$ cat src/vsp_consts.svh
// vsp_consts.svh: offsets, fields, reset values and timing counts
// Assumes inclusion by bare name from the files that use it; definitions only.
// Operation
// Zero frequency with ramping enabled decelerates, then ends the train.
// Zero frequency with ramping disabled ends the train at once.
// Program restarts only after busy low plus one scan cycle.
// Program must not flip frequency sign during output; stop first.
// Contact released with ramping enabled ramps down, then ends the train.
// Contact released with ramping disabled ends the train at once.
// Stop by contact release leaves the completion flag clear.
// Limit in travel direction stops at once and raises abnormal end.
// While busy, other positioning commands on this channel are refused.
// Program issues no other command while busy after contact release.
// Finishing execution drives the direction line off.
// Ramp enable is one global setting, no per-channel choice.
// Legacy firmware mode never ramps at start or stop.
// Frequency magnitude 1 to 100000 Hz, 200000 with adapter; zero stops.
// Positive means forward, line on, count up; negative the reverse.
// Train comes from dividing the clock; busy spans the whole train.
// Ramping moves linearly between bias and target, capped at maximum.
`ifndef VSP_CONSTS_SVH
`define VSP_CONSTS_SVH

// ==========================================
// Register offsets
`define VSP_OFF_CTRL   8'h00
`define VSP_OFF_FREQ   8'h04
`define VSP_OFF_STAT   8'h08
`define VSP_OFF_ISTAT  8'h0c
`define VSP_OFF_IMASK  8'h10
`define VSP_OFF_BIAS   8'h14
`define VSP_OFF_MAXSPD 8'h18
`define VSP_OFF_STEP   8'h1c
`define VSP_OFF_POS    8'h20
`define VSP_OFF_CMD    8'h24

// ==========================================
// Control fields
`define VSP_CTRL_ACT     0
`define VSP_CTRL_RAMP    1
`define VSP_CTRL_LEGACY  2
`define VSP_CTRL_LIMFWD  3
`define VSP_CTRL_LIMREV  4
`define VSP_CTRL_ADAPTER 5

// ==========================================
// Reset values and limits
`define VSP_RST_MAXSPD  18'h186a0
`define VSP_RST_BIAS    18'h00000
`define VSP_RST_STEP    18'h00001
`define VSP_FMAX_MAIN   18'h186a0
`define VSP_FMAX_ADAPT  18'h30d40

// ==========================================
// Timing
`define VSP_CLK_NS      4
`define VSP_TICK_NS     1000
`define VSP_TICK_CYC    ((`VSP_TICK_NS + `VSP_CLK_NS - 1) / `VSP_CLK_NS)
`define VSP_HALF_CLK_HZ 28'h7735940

`endif

$ cat src/vsp_pkg.sv
// vsp_pkg: types shared by the pulse output channel
// Assumes nothing beyond a SystemVerilog compiler.
package vsp_pkg;

	// ==========================================
	// Types
	typedef enum logic [1:0] {
		VSP_IDLE,
		VSP_RUN,
		VSP_DECEL
	} vsp_state_e;

	typedef enum logic [1:0] {
		VSP_CAUSE_NONE,
		VSP_CAUSE_ZERO,
		VSP_CAUSE_RELEASE
	} vsp_cause_e;

endpackage

$ cat src/vsp_pulse_gen.sv
// vsp_pulse_gen: phase accumulator dividing aclk down to the pulse rate
// Assumes aclk at 250 MHz; rate is in Hz and may change at any cycle.
`timescale 1ns/1ps
`include "vsp_consts.svh"

module vsp_pulse_gen (
	input  wire logic        aclk,    // System clock
	input  wire logic        aresetn, // Sync reset, active low
	input  wire logic        run,     // Train allowed
	input  wire logic [17:0] rate,    // Pulse rate in Hz
	output logic             pulse_r, // Pulse line
	output logic             rise_r   // One cycle per pulse
);

	logic [27:0] acc_r;
	logic [27:0] sum;
	logic        wrap;
	logic [27:0] acc_nxt;

	// ==========================================
	// Accumulator
	// Toggle at twice the rate so one full period per Hz
	assign sum     = acc_r + {10'h000, rate};
	assign wrap    = sum >= `VSP_HALF_CLK_HZ;
	assign acc_nxt = !run ? 28'h0000000 : (wrap ? sum - `VSP_HALF_CLK_HZ : sum);

	always_ff @(posedge aclk) begin
		if (!aresetn) begin
			acc_r   <= 28'h0000000;
			pulse_r <= 1'b0;
			rise_r  <= 1'b0;
		end else begin
			acc_r   <= acc_nxt;
			pulse_r <= run & (wrap ? ~pulse_r : pulse_r);
			rise_r  <= run & wrap & ~pulse_r;
		end
	end

endmodule

$ cat src/vsp_top.sv
// vsp_top: variable-speed pulse output channel with AXI4-Lite registers
// Assumes one 250 MHz clock, sync active-low reset, a lite master
// with at most one write and one read outstanding.
//
// Added by the designer: the AXI4-Lite slave port and the placing of the registers.
`timescale 1ns/1ps
`include "vsp_consts.svh"

module vsp_top (
	input  wire logic        aclk,      // System clock
	input  wire logic        aresetn,   // Sync reset, active low
	input  wire logic [7:0]  awaddr,    // Write address
	input  wire logic        awvalid,   // Write address valid
	output logic             awready,   // Write address ready
	input  wire logic [31:0] wdata,     // Write data
	input  wire logic [3:0]  wstrb,     // Write strobes
	input  wire logic        wvalid,    // Write data valid
	output logic             wready,    // Write data ready
	output logic [1:0]       bresp,     // Write response
	output logic             bvalid,    // Write response valid
	input  wire logic        bready,    // Write response ready
	input  wire logic [7:0]  araddr,    // Read address
	input  wire logic        arvalid,   // Read address valid
	output logic             arready,   // Read address ready
	output logic [31:0]      rdata,     // Read data
	output logic [1:0]       rresp,     // Read response
	output logic             rvalid,    // Read data valid
	input  wire logic        rready,    // Read data ready
	output logic             pulse_out, // Pulse line to amplifier
	output logic             dir_out,   // Direction line, high forward
	output logic             busy_out,  // Pulse output busy
	output logic             cmd_grant, // Other command accepted
	output logic             irq        // Level interrupt
);

	// ==========================================
	// Functions
	function automatic logic [17:0] vsp_clamp(input logic [31:0] v,
			input logic [17:0] lim);
		vsp_clamp = (v > {14'h0000, lim}) ? lim : v[17:0];
	endfunction

	// Linear move toward tgt by at most stp
	function automatic logic [17:0] vsp_step(input logic [17:0] cur,
			input logic [17:0] tgt, input logic [17:0] stp);
		if (cur < tgt) begin
			vsp_step = (tgt - cur > stp) ? cur + stp : tgt;
		end else begin
			vsp_step = (cur - tgt > stp) ? cur - stp : tgt;
		end
	endfunction

	function automatic logic [31:0] vsp_wmask(input logic [31:0] old,
			input logic [31:0] nw, input logic [3:0] strb);
		logic [31:0] m;
		m = {{8{strb[3]}}, {8{strb[2]}}, {8{strb[1]}}, {8{strb[0]}}};
		vsp_wmask = (old & ~m) | (nw & m);
	endfunction

	// ==========================================
	// Declarations
	logic [5:0]        ctrl_r;
	logic [31:0]       freq_r;
	logic [17:0]       bias_r;
	logic [17:0]       max_r;
	logic [17:0]       step_r;
	logic [3:0]        ist_r;
	logic [3:0]        imask_r;
	logic [31:0]       pos_r;
	logic [7:0]        tick_r;

	vsp_pkg::vsp_state_e state_r;
	vsp_pkg::vsp_state_e state_nxt;
	vsp_pkg::vsp_cause_e cause_r;
	vsp_pkg::vsp_cause_e cause_nxt;

	logic [17:0]       rate_r;
	logic [17:0]       rate_nxt;
	logic              dir_r;
	logic              dir_nxt;
	logic              busy_r;
	logic              busy_nxt;
	logic              done_r;
	logic              abn_r;
	logic              fin;
	logic              fin_abn;
	logic              started;
	logic              rise;

	logic              aw_have_r;
	logic              w_have_r;
	logic [7:0]        awaddr_q;
	logic [31:0]       wdata_q;
	logic [3:0]        wstrb_q;

	// ==========================================
	// Control decode
	wire        act       = ctrl_r[`VSP_CTRL_ACT];
	// One enable for the whole channel set; no per-line choice
	wire        ramp_en   = ctrl_r[`VSP_CTRL_RAMP] & ~ctrl_r[`VSP_CTRL_LEGACY];
	wire        lim_fwd   = ctrl_r[`VSP_CTRL_LIMFWD];
	wire        lim_rev   = ctrl_r[`VSP_CTRL_LIMREV];
	wire [17:0] fmax_hw   = ctrl_r[`VSP_CTRL_ADAPTER] ? `VSP_FMAX_ADAPT : `VSP_FMAX_MAIN;
	wire [17:0] fmax      = (max_r < fmax_hw) ? max_r : fmax_hw;
	wire        freq_neg  = freq_r[31];
	wire [31:0] freq_abs  = freq_neg ? (~freq_r + 32'h00000001) : freq_r;
	wire [17:0] target    = vsp_clamp(freq_abs, fmax);
	wire [17:0] start_rt  = vsp_clamp({14'h0000, bias_r}, target);
	wire        start_lim = freq_neg ? lim_rev : lim_fwd;
	wire        lim_hit   = dir_r ? lim_fwd : lim_rev;
	wire        tick      = tick_r == 8'(`VSP_TICK_CYC - 1);
	wire        start_ok  = act & (target != 18'h00000) & ~start_lim;

	// ==========================================
	// Write channel
	wire        aw_fire  = awvalid & awready;
	wire        w_fire   = wvalid & wready;
	wire        have_aw  = aw_have_r | aw_fire;
	wire        have_w   = w_have_r | w_fire;
	wire        wr_go    = have_aw & have_w & ~bvalid;
	wire [7:0]  wa       = aw_have_r ? awaddr_q : awaddr;
	wire [31:0] wd       = w_have_r ? wdata_q : wdata;
	wire [3:0]  ws       = w_have_r ? wstrb_q : wstrb;
	wire        aw_h_nxt = have_aw & ~wr_go;
	wire        w_h_nxt  = have_w & ~wr_go;
	wire        bv_nxt   = wr_go | (bvalid & ~bready);

	wire        wr_ctrl  = wr_go & (wa[7:2] == `VSP_OFF_CTRL >> 2);
	wire        wr_freq  = wr_go & (wa[7:2] == `VSP_OFF_FREQ >> 2);
	wire        wr_ist   = wr_go & (wa[7:2] == `VSP_OFF_ISTAT >> 2);
	wire        wr_imask = wr_go & (wa[7:2] == `VSP_OFF_IMASK >> 2);
	wire        wr_bias  = wr_go & (wa[7:2] == `VSP_OFF_BIAS >> 2);
	wire        wr_max   = wr_go & (wa[7:2] == `VSP_OFF_MAXSPD >> 2);
	wire        wr_step  = wr_go & (wa[7:2] == `VSP_OFF_STEP >> 2);
	wire        wr_cmd   = wr_go & (wa[7:2] == `VSP_OFF_CMD >> 2);
	wire        wr_stat  = wr_go & (wa[7:2] == `VSP_OFF_STAT >> 2);
	wire        wr_pos   = wr_go & (wa[7:2] == `VSP_OFF_POS >> 2);
	wire        wr_hit   = wr_ctrl | wr_freq | wr_ist | wr_imask | wr_bias |
	                       wr_max | wr_step | wr_cmd | wr_stat | wr_pos;

	wire [31:0] ctrl_w   = vsp_wmask({26'h0000000, ctrl_r}, wd, ws);
	wire [31:0] bias_w   = vsp_wmask({14'h0000, bias_r}, wd, ws);
	wire [31:0] max_w    = vsp_wmask({14'h0000, max_r}, wd, ws);
	wire [31:0] step_w   = vsp_wmask({14'h0000, step_r}, wd, ws);

	// ==========================================
	// Other command gate and events
	wire        cmd_req  = wr_cmd & ws[0] & wd[0];
	wire        refused  = cmd_req & busy_r;
	wire        ev_done  = fin & ~fin_abn & (cause_nxt != vsp_pkg::VSP_CAUSE_RELEASE);
	wire [3:0]  ev       = {refused, fin, fin & fin_abn, ev_done};
	wire [3:0]  ist_clr  = wr_ist & ws[0] ? wd[3:0] : 4'h0;
	// Set beats clear when both land together
	wire [3:0]  ist_nxt  = (ist_r & ~ist_clr) | ev;

	// ==========================================
	// Read channel
	wire        rd_go    = arvalid & arready;
	wire        rv_nxt   = rd_go | (rvalid & ~rready);
	wire [5:0]  ra       = araddr[7:2];
	wire [31:0] stat_w   = {24'h000000, cause_r, state_r, dir_r, abn_r, done_r, busy_r};
	wire        rd_hit   = (ra <= (`VSP_OFF_CMD >> 2));
	wire [31:0] rd_data  =
		(ra == `VSP_OFF_CTRL >> 2)   ? {26'h0000000, ctrl_r} :
		(ra == `VSP_OFF_FREQ >> 2)   ? freq_r :
		(ra == `VSP_OFF_STAT >> 2)   ? stat_w :
		(ra == `VSP_OFF_ISTAT >> 2)  ? {28'h0000000, ist_r} :
		(ra == `VSP_OFF_IMASK >> 2)  ? {28'h0000000, imask_r} :
		(ra == `VSP_OFF_BIAS >> 2)   ? {14'h0000, bias_r} :
		(ra == `VSP_OFF_MAXSPD >> 2) ? {14'h0000, max_r} :
		(ra == `VSP_OFF_STEP >> 2)   ? {14'h0000, step_r} :
		(ra == `VSP_OFF_POS >> 2)    ? pos_r :
		32'h00000000;

	// ==========================================
	// Channel sequence
	always_comb begin
		state_nxt = state_r;
		cause_nxt = cause_r;
		rate_nxt  = rate_r;
		dir_nxt   = dir_r;
		busy_nxt  = busy_r;
		fin       = 1'b0;
		fin_abn   = 1'b0;
		started   = 1'b0;
		unique case (state_r)
			vsp_pkg::VSP_IDLE: begin
				if (start_ok) begin
					started   = 1'b1;
					state_nxt = vsp_pkg::VSP_RUN;
					cause_nxt = vsp_pkg::VSP_CAUSE_NONE;
					busy_nxt  = 1'b1;
					dir_nxt   = ~freq_neg;
					rate_nxt  = ramp_en ? start_rt : target;
				end
			end
			vsp_pkg::VSP_RUN: begin
				if (lim_hit) begin
					fin     = 1'b1;
					fin_abn = 1'b1;
				end else if (!act) begin
					cause_nxt = vsp_pkg::VSP_CAUSE_RELEASE;
					if (ramp_en) begin
						state_nxt = vsp_pkg::VSP_DECEL;
					end else begin
						fin = 1'b1;
					end
				end else if (target == 18'h00000) begin
					cause_nxt = vsp_pkg::VSP_CAUSE_ZERO;
					if (ramp_en) begin
						state_nxt = vsp_pkg::VSP_DECEL;
					end else begin
						fin = 1'b1;
					end
				end else if (!ramp_en) begin
					rate_nxt = target;
				end else if (tick) begin
					rate_nxt = vsp_step(rate_r, target, step_r);
				end
			end
			vsp_pkg::VSP_DECEL: begin
				if (lim_hit) begin
					fin     = 1'b1;
					fin_abn = 1'b1;
				end else if (!ramp_en || rate_r <= bias_r) begin
					fin = 1'b1;
				end else if (tick) begin
					rate_nxt = vsp_step(rate_r, bias_r, step_r);
				end
			end
			default: begin
				state_nxt = vsp_pkg::VSP_IDLE;
			end
		endcase
		if (fin) begin
			state_nxt = vsp_pkg::VSP_IDLE;
			rate_nxt  = 18'h00000;
			dir_nxt   = 1'b0;
			busy_nxt  = 1'b0;
		end
	end

	// ==========================================
	// Pulse divider
	vsp_pulse_gen u_gen (
		.aclk    (aclk),
		.aresetn (aresetn),
		// Next state gates the train: no last edge leaves as direction drops
		.run     (state_nxt != vsp_pkg::VSP_IDLE),
		.rate    (rate_r),
		.pulse_r (pulse_out),
		.rise_r  (rise)
	);

	// ==========================================
	// Channel state registers
	always_ff @(posedge aclk) begin
		if (!aresetn) begin
			state_r <= vsp_pkg::VSP_IDLE;
			cause_r <= vsp_pkg::VSP_CAUSE_NONE;
			rate_r  <= 18'h00000;
			dir_r   <= 1'b0;
			busy_r  <= 1'b0;
			tick_r  <= 8'h00;
		end else begin
			state_r <= state_nxt;
			cause_r <= cause_nxt;
			rate_r  <= rate_nxt;
			dir_r   <= dir_nxt;
			busy_r  <= busy_nxt;
			tick_r  <= tick ? 8'h00 : tick_r + 8'h01;
		end
	end

	// Flags describe the last run; cleared when a new one starts
	always_ff @(posedge aclk) begin
		if (!aresetn) begin
			done_r <= 1'b0;
			abn_r  <= 1'b0;
			pos_r  <= 32'h00000000;
		end else begin
			done_r <= started ? 1'b0 : (done_r | ev_done);
			abn_r  <= started ? 1'b0 : (abn_r | (fin & fin_abn));
			if (rise) begin
				pos_r <= dir_r ? pos_r + 32'h00000001 : pos_r - 32'h00000001;
			end
		end
	end

	// ==========================================
	// Software registers
	always_ff @(posedge aclk) begin
		if (!aresetn) begin
			ctrl_r  <= 6'h00;
			freq_r  <= 32'h00000000;
			bias_r  <= `VSP_RST_BIAS;
			max_r   <= `VSP_RST_MAXSPD;
			step_r  <= `VSP_RST_STEP;
			imask_r <= 4'h0;
			ist_r   <= 4'h0;
		end else begin
			if (wr_ctrl) ctrl_r <= ctrl_w[5:0];
			if (wr_freq) freq_r <= vsp_wmask(freq_r, wd, ws);
			if (wr_bias) bias_r <= bias_w[17:0];
			if (wr_max) max_r <= max_w[17:0];
			if (wr_step) step_r <= step_w[17:0];
			if (wr_imask && ws[0]) imask_r <= wd[3:0];
			ist_r <= ist_nxt;
		end
	end

	// ==========================================
	// Outputs
	always_ff @(posedge aclk) begin
		if (!aresetn) begin
			dir_out   <= 1'b0;
			busy_out  <= 1'b0;
			cmd_grant <= 1'b0;
			irq       <= 1'b0;
		end else begin
			dir_out   <= dir_nxt;
			busy_out  <= busy_nxt;
			cmd_grant <= cmd_req & ~busy_r;
			irq       <= |(ist_nxt & imask_r);
		end
	end

	// ==========================================
	// AXI4-Lite handshake
	always_ff @(posedge aclk) begin
		if (!aresetn) begin
			aw_have_r <= 1'b0;
			w_have_r  <= 1'b0;
			awaddr_q  <= 8'h00;
			wdata_q   <= 32'h00000000;
			wstrb_q   <= 4'h0;
			awready   <= 1'b0;
			wready    <= 1'b0;
			bvalid    <= 1'b0;
			bresp     <= 2'h0;
		end else begin
			aw_have_r <= aw_h_nxt;
			w_have_r  <= w_h_nxt;
			if (aw_fire) awaddr_q <= awaddr;
			if (w_fire) begin
				wdata_q <= wdata;
				wstrb_q <= wstrb;
			end
			awready <= ~aw_h_nxt & ~bv_nxt;
			wready  <= ~w_h_nxt & ~bv_nxt;
			bvalid  <= bv_nxt;
			if (wr_go) bresp <= wr_hit ? 2'h0 : 2'h2;
		end
	end

	// Unmapped reads answer slave error with zero data
	always_ff @(posedge aclk) begin
		if (!aresetn) begin
			arready <= 1'b0;
			rvalid  <= 1'b0;
			rdata   <= 32'h00000000;
			rresp   <= 2'h0;
		end else begin
			arready <= ~rv_nxt;
			rvalid  <= rv_nxt;
			if (rd_go) begin
				rdata <= rd_data;
				rresp <= rd_hit ? 2'h0 : 2'h2;
			end
		end
	end

endmodule

$ cat config.mk
export PLATFORM = sky130hd
export DESIGN_NAME = vsp_top
export DESIGN_NICKNAME = d
export VERILOG_FILES = /design/src/vsp_pkg.sv /design/src/vsp_pulse_gen.sv /design/src/vsp_top.sv
export VERILOG_INCLUDE_DIRS = /design/src /design/src/src
export SDC_FILE = /design/constraint.sdc
export NUM_CORES = 1
export LEC_CHECK = 0
export BUFFER_PORTS_ARGS = -buffer_cell sky130_fd_sc_hd__buf_2
export CORE_UTILIZATION = 55
export CTS_CLUSTER_DIAMETER = 100
export DETAILED_ROUTE_END_ITERATION = 6
export PLACE_DENSITY = 0.72
export SETUP_SLACK_MARGIN = 0.1
export SLEW_MARGIN = 0
export SYNTH_ARGS = -nofsm -noshare
export SYNTH_HDL_FRONTEND = slang
export SYNTH_SLANG_ARGS = --single-unit
$ cat constraint.sdc
create_clock -name aclk -period 30.4 [get_ports aclk]
set_clock_uncertainty 0.15 [all_clocks]
set_input_delay 4.56 -clock aclk [delete_from_list [all_inputs] [get_ports aclk]]
set_output_delay 4.56 -clock aclk [all_outputs]
set_load 0.1 [all_outputs]
# Word level (Yosys, flattened, before mapping)
# Cells that the tools add are included.
[totals]
regBits = 285
out_inout_bits = 46
input_bits = 59
[classes]
magnitude_cmp = 12
n_reduce_logical = 18
n_eq_ne = 29
addsub = 12
n_bitwise = 82
n_mux = 65
[op_table]
columns = ["operator", "count"]
rows = [
  ["32-bit 2-to-1 mux", 12],
  ["18-bit 2-to-1 mux", 20],
  ["18-bit greater-than comparator", 5],
  ["18-bit subtractor", 5],
  ["32-bit by 1-bit adder with 32-bit output (second input constant)", 2],
  ["32-bit bitwise AND", 2],
  ["32-bit inverter", 2],
  ["18-bit bitwise AND", 3],
  ["18-bit less-than comparator", 3],
  ["18-bit bitwise OR", 3],
  ["18-bit case mux with 3 select lines", 1],
  ["6-bit by 3-bit == test with 1-bit output (second input constant)", 8],
  ["1-bit bitwise AND", 35],
  ["32-bit by 18-bit greater-than comparator with 1-bit output", 1],
  ["32-bit bitwise OR", 1],
  ["32-bit by 1-bit subtractor with 32-bit output (second input constant)", 1],
  ["28-bit by 18-bit adder with 28-bit output", 1],
  ["28-bit by 27-bit >= comparator with 1-bit output (second input constant)", 1],
  ["28-bit 2-to-1 mux", 1],
  ["28-bit by 27-bit subtractor with 28-bit output (second input constant)", 1],
  ["6-bit by 2-bit == test with 1-bit output (second input constant)", 4],
  ["2-bit 2-to-1 mux", 12],
  ["18-bit adder", 1],
  ["6-bit by 4-bit == test with 1-bit output (second input constant)", 3],
  ["other kinds (35)", 90],
]

# Depth between registers and ports, before layout
# Gate-level depths: netlist (run 1).
[depth]
ltp_word = 15
mapped_depth = 45
depth_no_buf = 43

# Hierarchy
# From an unflattened synthesis (run 1), not the netlist that was laid out.
[hier_totals]
cells_unflattened = 3327
hier_area_um2 = 25311.8
[modules_own_cells]
columns = ["mod", "area_each_um2", "instances", "cells_per_inst"]
rows = [
  ["vsp_top", 22073.7, 1, 2910],
  ["vsp_pulse_gen", 3238.1, 1, 417],
]

# Worst setup path after synthesis (run 1)
# OpenSTA, ideal clock, no wires.
[synth_path]
path_type = "reg2reg"
startpoint = "register with a tool-made name"
endpoint = "register rate_r[15]"
required_ns = 30.118
path_slack_ns = 20.743
stages_incl_launch_ff = 42
period_less_slack_ns = 9.657
arrival_time_ns = 9.374
setup_time_ns = 0.132
cell_sequence = "dfxtp_1 > ha_1 > or2_2 > a31oi_1 > a211oi_1 > nor2_1 > clkbuf_1 > mux2i_1 > ha_1 > nand4_1 > or3_1 > o32ai_1 > a31oi_1 > a221o_1 > a2111oi_4 > clkbuf_1 > nand2_1 > o21ai_0 > [... 6 more ...] > a21boi_0 > o21ai_0 > a21boi_0 > o21ai_0 > a211oi_1 > mux2i_1 > nand2_1 > ha_1 > nand2_1 > nor4_1 > o31ai_1 > a211oi_1 > o21a_1 > clkbuf_1 > o221ai_1 > a221oi_1 > a211o_1 > a21oi_1"
[synth_lines]
columns = ["element", "line_no", "rtl"]
rows = [
  ["end signal: assignment", "vsp_top.sv:268", "rate_r <= rate_nxt;"],
  ["end: declaration", "vsp_top.sv:77", "logic [17:0] rate_r;"],
]

==> flow_summary_export.csv, run 1 <==
group,metric,value,unit
layout,seq_area,5630,um2
critical_path,required,30.72,ns
sta,finalSetupTns,0,ns
floorplanning,io_pins,105,
flow_run,maxCapViolations,0,
route,routed_wl,84500,um
sta,fmax,74.8,MHz
global_route,grt_overflow,0,
floorplanning,rows,77,
power_and_ir_drop,switching_share,0.312,
logic_synthesis,yosysSeqAreaShare,0.229,
critical_path,crit_type,"reg -> reg",
logic_synthesis,synth_cells,3194,
critical_path,cp_top_family,"compound AO/OA/AOI/OAI gates",
sta,whs,0.303,ns
worst_hold_path,hp-class,"reg -> reg",
global_route,grt_pass1_vias,22600,
sta,slew_headroom,0.131,
power_and_ir_drop,power,0.970,mW
layout,finalNetCount,3520,
power_and_ir_drop,p_sw,0.303,mW
critical_path,arrival,13.68,ns
global_route,grt_usage,0.364,
route,drc,1,
layout,final_cell_area,26500,um2
layout,mostFrequentLayoutCells,"338 x nor2_1, 280 x dfxtp_1, 275 x ha_1",
cts,postCtsHoldBufs,0,
power_and_ir_drop,sequentialPowerShare,0.392,
layout,fillers,4105,
floorplanning,die_w,213,um
floorplanning,design.die.area,45500,um2
logic_synthesis,async_flop_share,0,
logic_synthesis,synth_flop_cell,"dfxtp_1",
cts,cts_resized,0,
critical_path,crit_slowest_cell,"nor4_1",
critical_path,critPathBufInv,4,
power_and_ir_drop,ir_drop,0.0000557,V
sta,rsz0062_at_grt,"false",
cts,cts_setup_buffers,0,
sta,setup_viol,0,
logic_synthesis,synth_area,24600,um2
cts,htree_levels,2,
logic_synthesis,synth-edff-count,0,
outcome,status,"finished with violations",
logic_synthesis,synth-seq-cells,281,
sta,fin_crit_sh,0.439,
route,postRouteAntennaNets,0,
cts,clk-insertion-delay-late,0.58,ns
critical_path,cp-end-kind,"flip-flop",
cts,cts_tree,"yes",
sta,period_minus_slack,13.36,ns
route,vias,24700,
placed_design,pre_cts_slack,17.82,ns
floorplanning,die_y,213,um
global_route,antenna_found_initial,2,
layout,layout-area-overhead-vs-synth,7.71,%
layout,final_util,0.600,
layout,multiInputGateArea,17600,um2
floorplanning,coreArea,44100,um2
layout,drive_above_1_share,0.0696,
power_and_ir_drop,power_density,36.7,nW/um2
sta,finalHoldViolCount,0,
cts,cts_sinks,281,
route,drtPass1Iterations,7,
power_and_ir_drop,p_leak,11.0,nW
cts,path_clk_slew,0.06,ns
sta,slew_viol_final,0,
placed_design,dpl_cell_area,25300,um2
power_and_ir_drop,combPwrFrac,0.174,
critical_path,start_kind,"flip-flop",
route,drt_iter0_drc,2378,
cts,cts_made_buffers,35,
route,wl_per_cell,22.2,um
placed_design,placed_cells,3733,
critical_path,crit_path_max_fanout,28,
route,vias_per_cell,6.52,
layout,final_cells,3797,
power_and_ir_drop,internal-power,0.667,mW
placed_design,place_congestion,1.00,
cts,clockBufferDepth,3,
placed_design,dp.final_hpwl,65100,um
critical_path,max_stage_delay,1.09,ns
cts,cts-root-buf,"clkbuf_16",
placed_design,portBuffers,98,
worst_hold_path,hp-start,"wdata_q[6]$_SDFFE_PN0P_",
logic_synthesis,yosys_warnings,0,
floorplanning,initial_utilization,0.557,
sta,tightestPinTransition,1.29,ns
logic_synthesis,syn_area_per_cell,7.69,um2
power_and_ir_drop,pwr-share-clk,0.434,
global_route,grt_max_degree,71,
sta,setup_slack,17.04,ns
outcome,violations,"design-rule violations",
global_route,grt_pass1_wl,128000,um
logic_synthesis,ys_types,82,
layout,layout_commonest_cell,"nor2_1",
==> power by group through the flow <==
stage	logic, mW	registers [mW]	clock network [mW]
finish	0.168	0.380	0.421
global route	0.180	0.381	0.441
CTS	0.163	0.380	0.427
detailed placement	0.162	0.388	0
global placement	0.159	0.388	0
floorplan	0.0936	0.411	0
==> path summary, 6_finish.rpt <==
path,end,slack [ns],cells past startpoint
hold reg to reg,wdata_q[6]$_SDFFE_PN0P_,0.30,2
setup reg to reg,rate_r[12]$_SDFFE_PP0P_,17.04,40
hold / removal,wdata_q[6]$_SDFFE_PN0P_,0.30,2
setup / recovery,rate_r[12]$_SDFFE_PP0P_,17.04,40
==> per-layer routing <==
metal | GRT usage | wire [um]
met2 | 0.547 | 35800
met4 | 0.149 | 3370
met1 | 0.508 | 37100
met5 | 0 | 0
met3 | 0.0712 | 8200
==> cells by family after synthesis <==
kind of cell / share of synthesized area
xor gates and xnor gates: 0.0524
buffers and inverters: 0.0535
and+or+nand+nor: 0.198
other: 0.000153
AOI/OAI and AO/OA: 0.279
DFF: 0.229
muxes: 0.0420
adders and majority gates: 0.147
==> synthesized netlist by cell type (31+ instances only) <==
library cell | n | area share
xnor2_1 | 92 | 0.033
xor2_1 | 55 | 0.020
nor2_1 | 338 | 0.052
a21oi_1 | 233 | 0.047
nand4_1 | 31 | 0.0079
nor3_1 | 79 | 0.016
clkbuf_1 | 153 | 0.023
a211oi_1 | 121 | 0.037
ha_1 | 275 | 0.14
nand3_1 | 65 | 0.013
o21a_1 | 47 | 0.014
a221oi_1 | 55 | 0.020
nand2_1 | 263 | 0.040
inv_1 | 167 | 0.026
o211ai_1 | 40 | 0.012
a21o_1 | 55 | 0.017
nor2b_1 | 35 | 0.0089
nand2b_1 | 42 | 0.011
o21ai_0 | 189 | 0.038
mux2i_1 | 93 | 0.038
dfxtp_1 | 281 | 0.23
==> cell type report <==
type | count | share of cell area
well taps | 592 | 0.0280
clock buffers | 47 | 0.0374
multi-input cells | 2569 | 0.666
repair buffers | 122 | 0.0253
clock inverters | 15 | 0.00591
diodes | 2 | 0.000189
flip-flops and latches | 281 | 0.213
inverters | 169 | 0.0242
==> worst reg2reg max path, delay by kind of cell (launching register included) <==
family          cells  cell delay (ns)
mux                 3             0.91
compound gates     20             5.91
flops               1             0.71
buf+inv             4             1.01
fa+ha+maj           5             1.43
simple gates        8             3.14
Power figures use the tool's default switching activity.
==> run 2, diff against run 1 <==
- clock period: 30.4 -> 13.3 ns (I/O delays scaled with it)
==> run 2 against run 1 <==
  * The run now ends clean
  * Die area is the same
  * Maximum frequency grew 12%
  * Design area grew 0.35%
  * Sequential power grew 130%
  * Clock power grew 140%
  * Global-route usage grew 0.55 points
  * Critical path type unchanged
  * Critical endpoint unchanged
  * Highest routed layer is now met5
==> flow_summary_export.csv, run 2 (same netlist as run 1, synthesis figures left out) <==
group,metric,value,unit
outcome,status,"finished, final reports clean",
cts,cts_setup_buffers,0,
sta,period_minus_slack,11.88,ns
layout,layout-area-overhead-vs-synth,8.09,%
placed_design,portBuffers,98,
cts,clockBufferDepth,3,
global_route,grt_pass1_vias,22900,
route,drt_iter0_drc,2866,
sta,tightestPinTransition,1.30,ns
placed_design,place_congestion,1.03,
critical_path,arrival,12.16,ns
sta,setup_viol,0,
critical_path,max_stage_delay,0.74,ns
critical_path,crit_type,"reg -> reg",
global_route,antenna_found_initial,4,
power_and_ir_drop,p_leak,11.0,nW
global_route,grt_usage,0.369,
floorplanning,die_w,213,um
floorplanning,initial_utilization,0.557,
route,postRouteAntennaNets,0,
critical_path,crit_top_cell,"o21ai_0",
route,routed_wl,85600,um
sta,slew_viol_final,0,
route,vias,25000,
power_and_ir_drop,pwr-share-clk,0.450,
placed_design,dp.final_hpwl,66200,um
power_and_ir_drop,switching_share,0.305,
global_route,grt_pass1_wl,130000,um
power_and_ir_drop,ir_drop,0.000107,V
power_and_ir_drop,p_sw,0.695,mW
route,drtPass1Iterations,6,
layout,finalNetCount,3523,
critical_path,start_kind,"flip-flop",
power_and_ir_drop,power,2.28,mW
floorplanning,die_y,213,um
sta,finalHoldViolCount,0,
power_and_ir_drop,internal-power,1.59,mW
power_and_ir_drop,power_density,85.9,nW/um2
cts,htree_levels,2,
route,drc,0,
layout,drive_above_1_share,0.0704,
power_and_ir_drop,combPwrFrac,0.168,
floorplanning,coreArea,44100,um2
cts,cts_resized,0,
cts,cts_made_buffers,36,
sta,finalSetupTns,0,ns
worst_hold_path,hp-class,"reg -> reg",
flow_run,maxCapViolations,0,
cts,cts_tree,"yes",
cts,clk-insertion-delay-late,0.56,ns
power_and_ir_drop,sequentialPowerShare,0.381,
route,vias_per_cell,6.58,
sta,fin_crit_sh,0.893,
sta,rsz0062_at_grt,"false",
layout,layout_commonest_cell,"nor2_1",
sta,fmax,84.2,MHz
cts,path_clk_slew,0.06,ns
critical_path,cp-end-kind,"flip-flop",
floorplanning,io_pins,105,
critical_path,required,13.59,ns
critical_path,crit_path_max_fanout,25,
cts,cts_sinks,281,
critical_path,crit_slowest_cell,"nor4_1",
cts,cts-root-buf,"clkbuf_16",
layout,mostFrequentLayoutCells,"338 x nor2_1, 280 x dfxtp_1, 275 x ha_1",
global_route,grt_max_degree,92,
floorplanning,design.die.area,45500,um2
cts,postCtsHoldBufs,0,
floorplanning,rows,77,
global_route,grt_overflow,0,
sta,slew_headroom,0.129,
route,wl_per_cell,22.5,um
[run 2: stage by stage]
stage | cells | worst slack, ns | instance area, um2 | hold WS, ns | utilization
floorplan | 3195 | 3.64 | 24600 | 0.283 | -
global placement | 3735 | 2.01 | 25300 | 0.289 | 0.574
detailed placement | 3735 | 1.89 | 25300 | 0.296 | 0.574
CTS | 3800 | 1.78 | 26600 | 0.304 | 0.602
global route | 3800 | 0.738 | 26600 | 0.318 | 0.602
finish | 3801 | 1.42 | 26600 | 0.305 | 0.602
[run 2: cell type report]
class | count | area [um2]
antenna | 1 | 2.50
sequential | 281 | 5630
tap | 592 | 741
clock inverter | 13 | 178
multi-input combinational | 2569 | 17600
fill | 4114 | 17600
clock buffer | 52 | 1050
timing repair buffer | 124 | 686
inverter | 169 | 639
[run 2: path summary, 6_finish.rpt]
path              slack, ns                      from  cells past startpoint                        to
setup / recovery       1.42                 flip-flop                     41   rate_r[12]$_SDFFE_PP0P_
hold / removal         0.30  wdata_q[28]$_SDFFE_PN0P_                      2  wdata_q[28]$_SDFFE_PN0P_
setup reg to reg       1.42                 flip-flop                     41   rate_r[12]$_SDFFE_PP0P_
hold reg to reg        0.30  wdata_q[28]$_SDFFE_PN0P_                      2  wdata_q[28]$_SDFFE_PN0P_
[run 2: routing by layer]
| metal | share of wire | wire length [um] | vias to the layer above | track usage |
|---|---|---|---|---|
| met5 | 0.00040 | 34 | - | 0 |
| met4 | 0.042 | 3610 | 4 | 0.157 |
| met3 | 0.10 | 8610 | 241 | 0.0697 |
| met2 | 0.42 | 36000 | 1227 | 0.554 |
| met1 | 0.44 | 37300 | 11800 | 0.516 |
| li1 | - | - | 11700 | - |
[run 2: power by group through the flow]
stage / Sequential (mW) / Combinational (mW) / Clock, mW
6_report: 0.870 / 0.384 / 1.03
5_1_grt: 0.872 / 0.406 / 1.07
2_1_floorplan: 0.939 / 0.214 / 0
3_5_place_dp: 0.888 / 0.371 / 0
4_1_cts: 0.870 / 0.373 / 1.03
3_3_place_gp: 0.887 / 0.363 / 0
[run 2: worst max-delay path, delay by kind of cell (launching register included)]
| family | cells | cell delay (ns) |
|---|---|---|
| AOI/OAI and AO/OA | 24 | 6.10 |
| adders and majority gates | 4 | 1.51 |
| buffers and inverters | 4 | 1.10 |
| DFF | 1 | 0.63 |
| muxes | 1 | 0.23 |
| and+or+nand+nor | 8 | 2.00 |
